**src/verilog/rafc_map.svh**
```systemverilog
// Offsets, field positions, reset values and timing figures for the receive flow trigger.
// Assumes inclusion by bare name from each design file that needs a number.
`ifndef RAFC_MAP_SVH
`define RAFC_MAP_SVH

// Register map
`define RAFC_ADDR_W          8
`define RAFC_CFG_OFFSET      8'hAC
`define RAFC_CFG_RESET       32'h0000_0000
`define RAFC_CFG_WMASK       32'h00FF_FFFF

// Field positions of the configuration register
`define RAFC_HI_MSB          23
`define RAFC_HI_LSB          16
`define RAFC_LO_MSB          15
`define RAFC_LO_LSB          8
`define RAFC_DUR_MSB         7
`define RAFC_DUR_LSB         4
`define RAFC_GROUP_BIT       3
`define RAFC_ALLST_BIT       2
`define RAFC_OWN_BIT         1
`define RAFC_EVERY_BIT       0

// Levels count in 64-byte units
`define RAFC_UNIT_SHIFT      6
`define RAFC_FILL_W          15

// Pause times
`define RAFC_ZERO_PAUSE      16'h0000

// Clock and jam timing
`define RAFC_CLK_MHZ         200
`define RAFC_JAM_US_0        5
`define RAFC_JAM_US_1        10
`define RAFC_JAM_US_2        15
`define RAFC_JAM_US_3        25
`define RAFC_JAM_US_STEP     50
`define RAFC_JAM_STEP_BASE   3
`define RAFC_JAM_EXTRA_NS    2200
`define RAFC_JAM_CNT_W       18

`endif

```
**src/verilog/rafc_pkg.sv**
```systemverilog
// Types shared by the receive flow trigger files.
// Assumes the numeric constants live in rafc_map.svh.
package rafc_pkg;

    typedef enum logic [1:0] {
        RAFC_IDLE,
        RAFC_PAUSE_WAIT,
        RAFC_PAUSED,
        RAFC_RESUME_WAIT
    } rafc_state_t;

endpackage

```
**src/verilog/rafc_jam_timer.sv**
```systemverilog
// Back-pressure duration timer: loads a cycle count from the 4-bit duration code.
// Assumes i_start is a one-cycle pulse; a new start while running restarts the period.
`timescale 1ns/1ps
`include "rafc_map.svh"

module rafc_jam_timer #(
    parameter int unsigned CYC_PER_US = `RAFC_CLK_MHZ
) (
    input  wire logic        i_clk,
    input  wire logic        i_rst_b,
    input  wire logic        i_start,
    input  wire logic        i_abort,
    input  wire logic [3:0]  i_code,
    input  wire logic        i_speed_100,
    output logic             o_active
);

    localparam int unsigned EXTRA_CYC = (`RAFC_JAM_EXTRA_NS * CYC_PER_US) / 1000;

    logic [`RAFC_JAM_CNT_W-1:0] count;
    logic [`RAFC_JAM_CNT_W-1:0] load_cycles;
    int unsigned                 dur_us;

    always_comb begin
        case (i_code)
            4'h0:    dur_us = `RAFC_JAM_US_0;
            4'h1:    dur_us = `RAFC_JAM_US_1;
            4'h2:    dur_us = `RAFC_JAM_US_2;
            4'h3:    dur_us = `RAFC_JAM_US_3;
            default: dur_us = `RAFC_JAM_US_STEP * (32'(i_code) - `RAFC_JAM_STEP_BASE);
        endcase
    end

    // 10 Mb/s adds a fixed extra time on every code
    assign load_cycles = `RAFC_JAM_CNT_W'(dur_us * CYC_PER_US + (i_speed_100 ? 0 : EXTRA_CYC));

    always_ff @(posedge i_clk) begin
        if (!i_rst_b || i_abort) begin
            count    <= '0;
            o_active <= 1'b0;
        end else if (i_start) begin
            count    <= load_cycles - `RAFC_JAM_CNT_W'(1);
            o_active <= 1'b1;
        end else if (count != '0) begin
            count    <= count - `RAFC_JAM_CNT_W'(1);
        end else begin
            o_active <= 1'b0;
        end
    end

endmodule

```
**src/verilog/rafc_level_cmp.sv**
```systemverilog
// Compares the receive data FIFO fill against the high and low levels.
// Assumes the fill count is in bytes and synchronous to i_clk.
`timescale 1ns/1ps
`include "rafc_map.svh"

module rafc_level_cmp (
    input  wire logic                      i_clk,
    input  wire logic                      i_rst_b,
    input  wire logic [`RAFC_FILL_W-1:0]   i_fill_bytes,
    input  wire logic [7:0]                i_high_level,
    input  wire logic [7:0]                i_low_level,
    output logic                           o_high_reached,
    output logic                           o_below_low
);

    localparam logic [`RAFC_FILL_W-`RAFC_UNIT_SHIFT-9:0] PAD = '0;

    logic [`RAFC_FILL_W-1:0] high_bytes;
    logic [`RAFC_FILL_W-1:0] low_bytes;

    assign high_bytes = {PAD, i_high_level, {`RAFC_UNIT_SHIFT{1'b0}}};
    assign low_bytes  = {PAD, i_low_level, {`RAFC_UNIT_SHIFT{1'b0}}};

    always_ff @(posedge i_clk) begin
        if (!i_rst_b) begin
            o_high_reached <= 1'b0;
            o_below_low    <= 1'b0;
        end else begin
            o_high_reached <= (i_fill_bytes >= high_bytes);
            o_below_low    <= (i_fill_bytes < low_bytes);
        end
    end

endmodule

```
**src/verilog/rafc_top.sv**
```systemverilog
// Automatic receive flow-control trigger: configuration register, pause requests, back pressure.
// Assumes the MAC acknowledges each pause request with a one-cycle pulse when it sends the frame,
// and that receive frame events are one-cycle pulses synchronous to i_clk.
//
// Function
// - Trigger when FIFO fill reaches high level, counted in 64-byte units.
// - Full duplex sends one pause frame per high-level crossing, never a stream.
// - Triggered pause frame carries the MAC flow register pause time.
// - Half duplex jams each matching frame for the programmed duration.
// - Fill dropping below low level sends a zero-time pause frame.
// - Zero pause only after a high-level pause frame was sent.
// - Duration field sets jam length and does nothing in full duplex.
// - Duration codes map to 5..600 us, plus 2.2 us at 10 Mb/s.
// - Group-address selector jams on multicast frames, half duplex only.
// - All-stations selector jams on broadcast frames, half duplex only.
// - Own-address selector jams on frames for this station, half duplex only.
// - Every-frame selector enables flow control; only it works in full duplex.
// - Half duplex every-frame mode acts on the next valid preamble.
// - Full duplex every-frame mode requests pause at once, held until sent.
// - Every-frame selector overrides the other three selectors.
// - Transmitter disabled: no pause frames and no back pressure.
`timescale 1ns/1ps
`include "rafc_map.svh"

module rafc_top #(
    parameter int unsigned CYC_PER_US = `RAFC_CLK_MHZ
) (
    input  wire logic                      i_clk,
    input  wire logic                      i_rst_b,
    // Register access
    input  wire logic [`RAFC_ADDR_W-1:0]   i_reg_addr,
    input  wire logic                      i_reg_wr,
    input  wire logic                      i_reg_rd,
    input  wire logic [31:0]               i_reg_wdata,
    output logic [31:0]                    o_reg_rdata,
    // MAC status
    input  wire logic                      i_full_duplex,
    input  wire logic                      i_speed_100,
    input  wire logic                      i_tx_enable,
    input  wire logic [15:0]               i_pause_time_value,
    // Receive side
    input  wire logic [`RAFC_FILL_W-1:0]   i_fill_bytes,
    input  wire logic                      i_rx_preamble,
    input  wire logic                      i_rx_addr_valid,
    input  wire logic                      i_rx_group,
    input  wire logic                      i_rx_all_stations,
    input  wire logic                      i_rx_own_address,
    // Pause request to the MAC
    input  wire logic                      i_pause_sent,
    output logic                           o_pause_req,
    output logic [15:0]                    o_pause_time,
    // Back pressure and state
    output logic                           o_jam,
    output logic                           o_paused
);

////////////////////////////////////////////////////////////////////////////////
// Configuration register

    logic [31:0] auto_flow_config;
    logic [31:0] next_rdata;

    logic [7:0]  flow_high_level;
    logic [7:0]  flow_low_level;
    logic [3:0]  jam_duration;
    logic        jam_on_group_frame;
    logic        jam_on_all_stations_frame;
    logic        jam_on_own_address;
    logic        flow_on_every_frame;

    wire         cfg_hit;
    wire         cfg_write;

    assign cfg_hit   = (i_reg_addr == `RAFC_CFG_OFFSET);
    assign cfg_write = cfg_hit && i_reg_wr;

    assign flow_high_level           = auto_flow_config[`RAFC_HI_MSB:`RAFC_HI_LSB];
    assign flow_low_level            = auto_flow_config[`RAFC_LO_MSB:`RAFC_LO_LSB];
    assign jam_duration              = auto_flow_config[`RAFC_DUR_MSB:`RAFC_DUR_LSB];
    assign jam_on_group_frame        = auto_flow_config[`RAFC_GROUP_BIT];
    assign jam_on_all_stations_frame = auto_flow_config[`RAFC_ALLST_BIT];
    assign jam_on_own_address        = auto_flow_config[`RAFC_OWN_BIT];
    assign flow_on_every_frame       = auto_flow_config[`RAFC_EVERY_BIT];

    // Reserved bits 31:24 read as zero and ignore writes
    assign next_rdata = (i_reg_rd && cfg_hit) ? (auto_flow_config & `RAFC_CFG_WMASK) : 32'h0000_0000;

    always_ff @(posedge i_clk) begin
        if (!i_rst_b) begin
            auto_flow_config <= `RAFC_CFG_RESET;
        end else if (cfg_write) begin
            auto_flow_config <= i_reg_wdata & `RAFC_CFG_WMASK;
        end
    end

    always_ff @(posedge i_clk) begin
        if (!i_rst_b) begin
            o_reg_rdata <= 32'h0000_0000;
        end else begin
            o_reg_rdata <= next_rdata;
        end
    end

////////////////////////////////////////////////////////////////////////////////
// Fill level comparison

    logic high_reached;
    logic below_low;

    rafc_level_cmp u_level_cmp (
        .i_clk          (i_clk),
        .i_rst_b        (i_rst_b),
        .i_fill_bytes   (i_fill_bytes),
        .i_high_level   (flow_high_level),
        .i_low_level    (flow_low_level),
        .o_high_reached (high_reached),
        .o_below_low    (below_low)
    );

////////////////////////////////////////////////////////////////////////////////
// Configuration change guard

    // The level compare is registered, so for one cycle after a write its outputs
    // still reflect the old thresholds. Acting on them together with the new
    // selectors could raise a pause or a jam that the new levels never asked for.
    // The cost is one cycle of extra latency right after a configuration write.
    logic cfg_fresh;
    wire  high_ok;
    wire  low_ok;

    assign high_ok = high_reached && !cfg_fresh;
    assign low_ok  = below_low && !cfg_fresh;

    always_ff @(posedge i_clk) begin
        if (!i_rst_b) begin
            cfg_fresh <= 1'b0;
        end else begin
            cfg_fresh <= cfg_write;
        end
    end

////////////////////////////////////////////////////////////////////////////////
// Enable decode

    wire any_selector;
    wire fdx_enabled;
    wire hdx_enabled;
    wire addr_match;
    wire hdx_trigger;

    // Any selector set means automatic flow control is enabled in half duplex
    assign any_selector = flow_on_every_frame |
                          jam_on_group_frame |
                          jam_on_all_stations_frame |
                          jam_on_own_address;

    // Only the every-frame selector counts in full duplex
    assign fdx_enabled = i_tx_enable && i_full_duplex && flow_on_every_frame;

    // Other selectors are ignored in full duplex by gating on half duplex
    assign hdx_enabled = i_tx_enable && !i_full_duplex && any_selector;

    assign addr_match = (jam_on_group_frame && i_rx_group) ||
                        (jam_on_all_stations_frame && i_rx_all_stations) ||
                        (jam_on_own_address && i_rx_own_address);

    // Every-frame starts at the preamble and skips address decode; it overrides bits 3:1
    assign hdx_trigger = hdx_enabled && high_ok &&
                         (flow_on_every_frame ? i_rx_preamble
                                              : (i_rx_addr_valid && addr_match));

////////////////////////////////////////////////////////////////////////////////
// Half-duplex back pressure

    wire jam_abort;

    // Losing the transmitter or leaving half duplex ends back pressure at once
    assign jam_abort = !i_tx_enable || i_full_duplex;

    rafc_jam_timer #(
        .CYC_PER_US (CYC_PER_US)
    ) u_jam_timer (
        .i_clk       (i_clk),
        .i_rst_b     (i_rst_b),
        .i_start     (hdx_trigger),
        .i_abort     (jam_abort),
        .i_code      (jam_duration),
        .i_speed_100 (i_speed_100),
        .o_active    (o_jam)
    );

////////////////////////////////////////////////////////////////////////////////
// Full-duplex pause sequencing

    rafc_pkg::rafc_state_t state;
    rafc_pkg::rafc_state_t next_state;

    logic        paused_flag;
    logic        next_paused_flag;
    logic        next_pause_req;
    logic [15:0] next_pause_time;

    always_comb begin
        next_state       = state;
        next_paused_flag = paused_flag;
        next_pause_req   = o_pause_req;
        next_pause_time  = o_pause_time;
        case (state)
            rafc_pkg::RAFC_IDLE: begin
                next_pause_req = 1'b0;
                if (fdx_enabled && high_ok) begin
                    // Request at once; the MAC sends it in its next free slot
                    next_state      = rafc_pkg::RAFC_PAUSE_WAIT;
                    next_pause_req  = 1'b1;
                    next_pause_time = i_pause_time_value;
                end
            end
            rafc_pkg::RAFC_PAUSE_WAIT: begin
                if (i_pause_sent) begin
                    // One frame per crossing: stay paused until the zero pause goes out
                    next_state       = rafc_pkg::RAFC_PAUSED;
                    next_pause_req   = 1'b0;
                    next_paused_flag = 1'b1;
                end
            end
            rafc_pkg::RAFC_PAUSED: begin
                next_pause_req = 1'b0;
                // Only reachable after a sent high pause, so no stray zero pause
                if (low_ok) begin
                    next_state      = rafc_pkg::RAFC_RESUME_WAIT;
                    next_pause_req  = 1'b1;
                    next_pause_time = `RAFC_ZERO_PAUSE;
                end
            end
            rafc_pkg::RAFC_RESUME_WAIT: begin
                if (i_pause_sent) begin
                    next_state       = rafc_pkg::RAFC_IDLE;
                    next_pause_req   = 1'b0;
                    next_paused_flag = 1'b0;
                end
            end
            default: begin
                next_state       = rafc_pkg::RAFC_IDLE;
                next_pause_req   = 1'b0;
                next_paused_flag = 1'b0;
            end
        endcase
        // A disabled transmitter or a drop out of full duplex withdraws any request
        if (!i_tx_enable || !i_full_duplex) begin
            next_state       = rafc_pkg::RAFC_IDLE;
            next_pause_req   = 1'b0;
            next_paused_flag = 1'b0;
        end
    end

    always_ff @(posedge i_clk) begin
        if (!i_rst_b) begin
            state        <= rafc_pkg::RAFC_IDLE;
            paused_flag  <= 1'b0;
            o_pause_req  <= 1'b0;
            o_pause_time <= 16'h0000;
        end else begin
            state        <= next_state;
            paused_flag  <= next_paused_flag;
            o_pause_req  <= next_pause_req;
            o_pause_time <= next_pause_time;
        end
    end

    // Separate output copy keeps o_paused straight from a flip-flop
    always_ff @(posedge i_clk) begin
        if (!i_rst_b) begin
            o_paused <= 1'b0;
        end else begin
            o_paused <= next_paused_flag;
        end
    end

endmodule
```
**config.mk**
```make
export PLATFORM = sky130hd
export DESIGN_NAME = rafc_top
export DESIGN_NICKNAME = d
export VERILOG_FILES = /design/src/verilog/rafc_pkg.sv /design/src/verilog/rafc_jam_timer.sv /design/src/verilog/rafc_level_cmp.sv /design/src/verilog/rafc_top.sv
export VERILOG_INCLUDE_DIRS = /design/src /design/src/verilog
export SDC_FILE = /design/constraint.sdc
export NUM_CORES = 1
export LEC_CHECK = 0
export BUFFER_PORTS_ARGS = -buffer_cell sky130_fd_sc_hd__buf_2
export CAP_MARGIN = 20
export CORE_MARGIN = 10
export CORE_UTILIZATION = 50
export CTS_BUF_LIST = sky130_fd_sc_hd__clkbuf_16
export DETAILED_ROUTE_END_ITERATION = 12
export PLACE_DENSITY = 0.74
export SLEW_MARGIN = 30
export SYNTH_ARGS = -nofsm -noshare
export SYNTH_HDL_FRONTEND = slang
export SYNTH_SLANG_ARGS = --single-unit
```
**constraint.sdc**
```tcl
create_clock -name i_clk -period 16.2 [get_ports i_clk]
set_input_delay 4.86 -clock i_clk [delete_from_list [all_inputs] [get_ports i_clk]]
set_output_delay 4.86 -clock i_clk [all_outputs]
set_load 0.005 [all_outputs]
```
# == Word-level counts from Yosys, hierarchy flattened ==
# Index checks and enable logic that the tools add are counted.
# totals
elab_cells,94
rom_bits,0
mem_bits_rw,0
out_inout_bits,51
n_memories,0
latchBits,0
regBits,98
in_bits,84
# classes
n_reduce_logical,36
n_eq_ne,13
muxes,21
order_cmp,2
n_bitwise,4
mul,2
div_mod_pow,0
shifts,0
add_sub_neg,4
# ops
op,count
case mux 32 bit (4 select lines),1
two-way mux 18 bit,2
"subtractor 18 x 1 -> 18 bit, second input constant",2
"multiplier 32 x 5 -> 15 bit, second input constant",1
"multiplier 5 x 32 -> 31 bit, first input constant",1
two-way mux 16 bit,2
case mux 16 bit (2 select lines),1
adder 18 bit,1
nonzero test 18 bit,1
>= comparator 15 x 14 -> 1 bit,1
logical AND 1 bit,15
< comparator 15 x 14 -> 1 bit,1
"!= test 2 bit, second input constant",5
two-way mux 9 bit,1
"equality test 4 x 2 -> 1 bit, second input constant",2
"equality test 8 bit, second input constant",1
two-way mux 2 bit,4
case mux 2 bit (4 select lines),1
two-way mux 1 bit,7
AND reduction 3 bit,2
nonzero test 2 bit,3
logical OR 1 bit,5
"subtractor 4 x 2 -> 5 bit, second input constant",1
"equality test 2 bit, second input constant",2
other kinds (13),19

# == Logic depth before layout (Yosys ltp) ==
# logic_depth
ltp_word,7
mapped_depth,30
mapped_depth_nobuf,29

# == Cells and area by module ==
# Synthesis repeated with hierarchy kept, for this count alone.
# hier_totals
cells_unflattened,741
area_unflattened_um2,6421.2
# by_module_without_submodules
module,n_inst,seq_area_each_um2,cells_each,area_each_um2
rafc_jam_timer,1,380.4,425,3347.0
rafc_top,1,1381.3,260,2630.0
rafc_level_cmp,1,40.0,56,444.2

# == Least setup slack after synthesis ==
# OpenSTA, ideal clock, no wires.
# synth_path
path_kind,input -> register
from,input port i_speed_100
to,register u_jam_timer.count[17]
path_stages,11
arrival_time_ps,7191
path_slack_ps,8889
required_ps,16080
setup_ps,120
path_buffers,0
path_cell_list,ha_1 > inv_1 > ha_1 > a21o_1 > a21o_1 > a2111oi_0 > o31ai_1 > o31ai_1 > o21ai_0 > a211oi_2 > nor3b_2
# synth_between
elab_chain_cells,4
# synth_rtl
item,line,source
start: declaration,rafc_top.sv:38,"input wire logic i_speed_100,"
two-way mux 9 bit,rafc_jam_timer.sv:35,assign load_cycles = `RAFC_JAM_CNT_W'(dur_us * CYC_PER_US + (i_speed_100 ? 0 : EXTRA_CYC));
adder 18 bit,rafc_jam_timer.sv:35,
subtractor 18 x 1 -> 18 bit,rafc_jam_timer.sv:42,count <= load_cycles - `RAFC_JAM_CNT_W'(1);
two-way mux 18 bit,rafc_jam_timer.sv:41,end else if (i_start) begin
end signal: assignment,rafc_jam_timer.sv:42,
end signal: assignment,rafc_jam_timer.sv:45,count <= count - `RAFC_JAM_CNT_W'(1);
end: declaration,rafc_jam_timer.sv:20,logic [`RAFC_JAM_CNT_W-1:0] count;
# Every way passes these cells.
# A chain may end at the register's enable or synchronous reset.

# == Final worst setup path ==
# Ends and elaborated chain as after synthesis.

==> results list <==
- Routed vias: approximately 5200
- Min-delay src: u_jam_timer.o_active$_SDFFE_PP0P_
- Among all stages on the critical path, the largest delay is contributed by a2111oi_0.
- Data required time at the worst endpoint: between 15 and 20 ns
- The run finished with clean final reports.
- The largest single stage delay on the critical path is 0.59 ns.
- Placed instance count: roughly 1000
- The number of failing hold endpoints at the final stage was 0.
- The initial utilization of the core area, before any placement, comes to roughly half.
- Final setup skew: around 0.0082 ns
- The worst register-to-register path ends at u_jam_timer.count[17]$_SDFFE_PP0P_.
- Across every metal layer, demand over resource in global routing totals 16.5%.
- Critical path, cell by cell: buf_2 > ha_1 > inv_1 > ha_1 > a21o_1 > a21o_1 > a2111oi_0 > o31ai_1 > o31ai_1 > o21ai_0 > a211oi_2 > nor3b_2
- Instance count on the critical path: 12
- The first routing iteration left 200 violations.
* Global-route congestion overflow total: 0
- Along the worst path, the maximum fanout reaches 5.
- Wire length of the first global-routing pass: around 24000 um
* Die Width: 133 um
* Routed via count divided by cell count: roughly 5
- After filler insertion, the fill cell instance count of the layout stands at around 1200.
* Clock transition time at the flip-flop clock pins of the worst setup and hold paths: 0.07 ns
- The number of max-slew violations in the final report came to 0.
- TritonCTS built the clock tree.
- In the synthesized netlist the async set-or-reset flop fraction comes to 0%.
* Max clock buf depth: 2
- Seq cells post-synth: 90
* Finish-stage setup viols: 0
- Met1 routing resource usage after global routing: slightly below 20%
* Post-detailed-route count of antenna-violating nets: 0
* Transition time of the tightest slew-check pin: around 0.91 ns
- The total area inside the core boundary comes to 12600 um^2.
- Critical path capture point type: flip-flop
- H-tree lvl count: 3
- Skew-Pair Late Insertion Delay: 0.35 ns
- The global routing stage identified its most utilized layer as met2.
* Most common flop cell mapped by yosys: dfxtp_1
* Leading cell types by total area after synthesis: dfxtp_1, ha_1, inv_1, nand2_1, fa_1
- After clock tree synthesis, the setup repair step added 0 buffers.
- Routability cong.: between 0.8 and 0.9
- Number of global-route vias before repair: a little over 5000
- Number of hold buffers added after CTS: 0
* Library cell occupying the most area in the post-synthesis netlist: dfxtp_1
* Clock buffers created by TritonCTS: 9
- Post-synthesis cell type count: between 60 and 70
- Reg area: ~1800 um^2
* Minimum setup slack in the final design: 8.72 ns
* Startpoint of the worst register-to-register path: auto_flow_config[4]$_SDFFE_PN0P_
- The analysis attributes to cell leakage a power of between 3 and 4 nW.
- For this run, global-route usage on met3 was measured as 6.43%.
- The worst hold path terminates at u_jam_timer.o_active$_SDFFE_PP0P_.
* Per-instance average area after synthesis: roughly 8.5 um^2
- In the final layout, the multi-input gates occupy about 4100 um^2.
- Mean routed wirelength per cell: ~14 um
- STA classifies the critical path startpoint as an input pin.
* Synthesis warning total: 0
- Kind of path behind the tightest hold check: flip-flop to flip-flop
- Detailed placement finished with a half-perimeter wire length of 11300 um.
- The critical path contains buffers and inverters numbering 2 combined.
* Post-detailed-routing wire length: roughly 14000 um
- For the worst flop-to-flop path, the logic depth is 21.
- Number of standard cells in the final layout excluding fillers: slightly above 1000
- The first detailed-routing pass ran for 5 iterations.
- Worst VDD drop: 0.0868 mV
* Number of instances resized during post-cts repair: 0
- Period Utilization, post-route: a little under half
- STA puts the critical path data arrival time at between 7 and 8 ns.
- Setup repair after global routing left no endpoint under its margin.
- Die Footprint: ~18000 um^2
* WS Path Type: input pin to flip-flop
- Headroom to the max-slew limit came out at around two fifths.
* Number of placement rows: between 40 and 50
* Maximum number of pins on one net before global-route repair: between 40 and 50
- Maximum clock rate: 0.134 GHz
* Met2 routing resource usage after global routing: roughly a quarter
* Ratio of total power to cell area: about 120 nW/um^2
- Crit path time final: 7.48 ns
- OpenSTA, run right after detailed placement, puts the worst setup slack at between 8 and 9 ns.
- The setup check on the worst reg-to-reg path leaves a slack of just over 9 ns.
- During placement, the flow inserted port buffers numbering approximately 120.
- # clock sinks: 90
- The synthesized netlist occupies a cell area of 6400 um^2.
- Cells fill between 50 and 60% of the core in the end.
- Sum of internal, switching and leakage power: about 860 uW
- For the final routed database, the setup TNS stands at 0 ns.
- Share of cells above drive strength 1: 17.1%
- Gate family responsible for the most delay along the worst path: compound AO/OA/AOI/OAI gates
- The share of the Yosys chip area taken by registers is between 20% and 30%.
* Post-layout nets: 1040
* Total I/O pin count: between 100 and 150
- Total of max-cap violations: 0
- Number of antenna violations at the first check in global routing: 1
- Number of cells on the worst hold path: 2
* Area added between synthesis and finish: 14.9%
* Proportion of netlist area held by the largest area contributor: ~28%
* DRC: 0
- Vertical extent of the die: 133 um
- Clock tree synthesis selected as its root buffer the cell clkbuf_16.
- The synthesized design contains 0 enable-type register cells.
- Counting every instance in the synthesized netlist gives 753.
==> layer usage <==
metal	vias to the layer above	wire, um
li1	2725	-
met1	2363	6510
met2	100	6420
met3	22	992
met4	2	253
met5	-	13
==> cell type report <==
cell class / instances / share of cell area, %
tap: 172 / 2.93
clock inverter: 7 / 0.698
clock buffer: 9 / 3.06
antenna: 1 / 0.0340
timing repair buffer: 119 / 8.14
sequential: 90 / 24.5
multi-input combinational: 549 / 56.2
inverter: 86 / 4.39
==> stage by stage <==
| stage | hold slack (ns) | instance area, um^2 |
|---|---|---|
| after floorplan | 0.443 | 6430 |
| after CTS | 0.457 | 7350 |
| after detailed placement | 0.447 | 7070 |
| after global placement | 0.445 | 7060 |
| final | 0.453 | 7350 |
| after global routing | 0.484 | 7350 |
==> synth_stat cells, drive strengths merged, types with 5 or more instances <==
master	count
dfxtp	90
ha	87
inv	86
nand2	80
nor2	38
a21oi	37
and2	29
a21boi	26
xnor2	24
clkbuf	22
nor3b	21
nor2b	20
o21ai	20
nor3	16
buf	14
fa	14
xor2	14
a21o	13
a211oi	11
or3	9
a22oi	7
nand2b	6
nand3	6
o21a	6
o31ai	5
==> sequential cells by signal (all words and copies together), names as in the netlist <==
signal / cells
u_jam_timer.count: 18
o_pause_req: 1
auto_flow_config: 24
o_reg_rdata: 24
o_paused: 1
o_pause_time: 16
u_jam_timer.o_active: 1
state: 2
u_level_cmp.o_below_low: 1
u_level_cmp.o_high_reached: 1
cfg_fresh: 1
==> where the power goes <==
group	internal [mW]	switching [mW]
sequential	0.242	0.0190
clock	0.105	0.0920
combinational	0.180	0.221
==> placed cells by master (no fill, tap or decap), types with 4 or more instances in the layout <==
cell	count
buf_2	118
dfxtp_1	90
ha_1	87
inv_1	86
nand2_1	79
nor2_1	38
a21oi_1	37
and2_1	27
xnor2_1	23
nor3b_1	20
nor2b_1	20
o21ai_0	19
a21boi_0	19
nor3_1	15
xor2_1	14
fa_1	14
a21o_1	13
a211oi_1	10
or3_1	9
conb_1	9
clkbuf_16	9
a21boi_1	7
a22oi_1	7
nand2b_1	6
nand3_1	6
o21a_1	6
o31ai_1	5
nand3b_1	4
==> worst min-delay path, delay by kind of cell (launching register included) <==
family | cells | cell delay [ns]
flops | 1 | 0.31
compound gates | 1 | 0.05
simple gates | 1 | 0.05
==> logic make-up (layout without fill, tap and decap cells) <==
kind of cell    after synthesis  count (layout)  share of synthesized area (%)
flops                        90              90                           28.2
other cells                   1              10                         0.0586
compound gates              151             151                           16.5
xor+xnor                     38              38                           5.32
buf+inv                     122             221                           7.90
simple gates                247             247                           20.2
mux                           3               3                          0.469
fa+ha+maj                   101             101                           21.4
==> how the worst max path moves through the flow <==
stage,from,to
2_1_floorplan,i_speed_100,u_jam_timer.count[17]$_SDFFE_PP0P_
3_3_place_gp,i_speed_100,u_jam_timer.count[17]$_SDFFE_PP0P_
3_5_place_dp,i_speed_100,u_jam_timer.count[17]$_SDFFE_PP0P_
4_1_cts,i_speed_100,u_jam_timer.count[17]$_SDFFE_PP0P_
5_1_grt,i_speed_100,u_jam_timer.count[17]$_SDFFE_PP0P_
6_report,i_speed_100,u_jam_timer.count[17]$_SDFFE_PP0P_
Power figures use the tool's default switching activity.
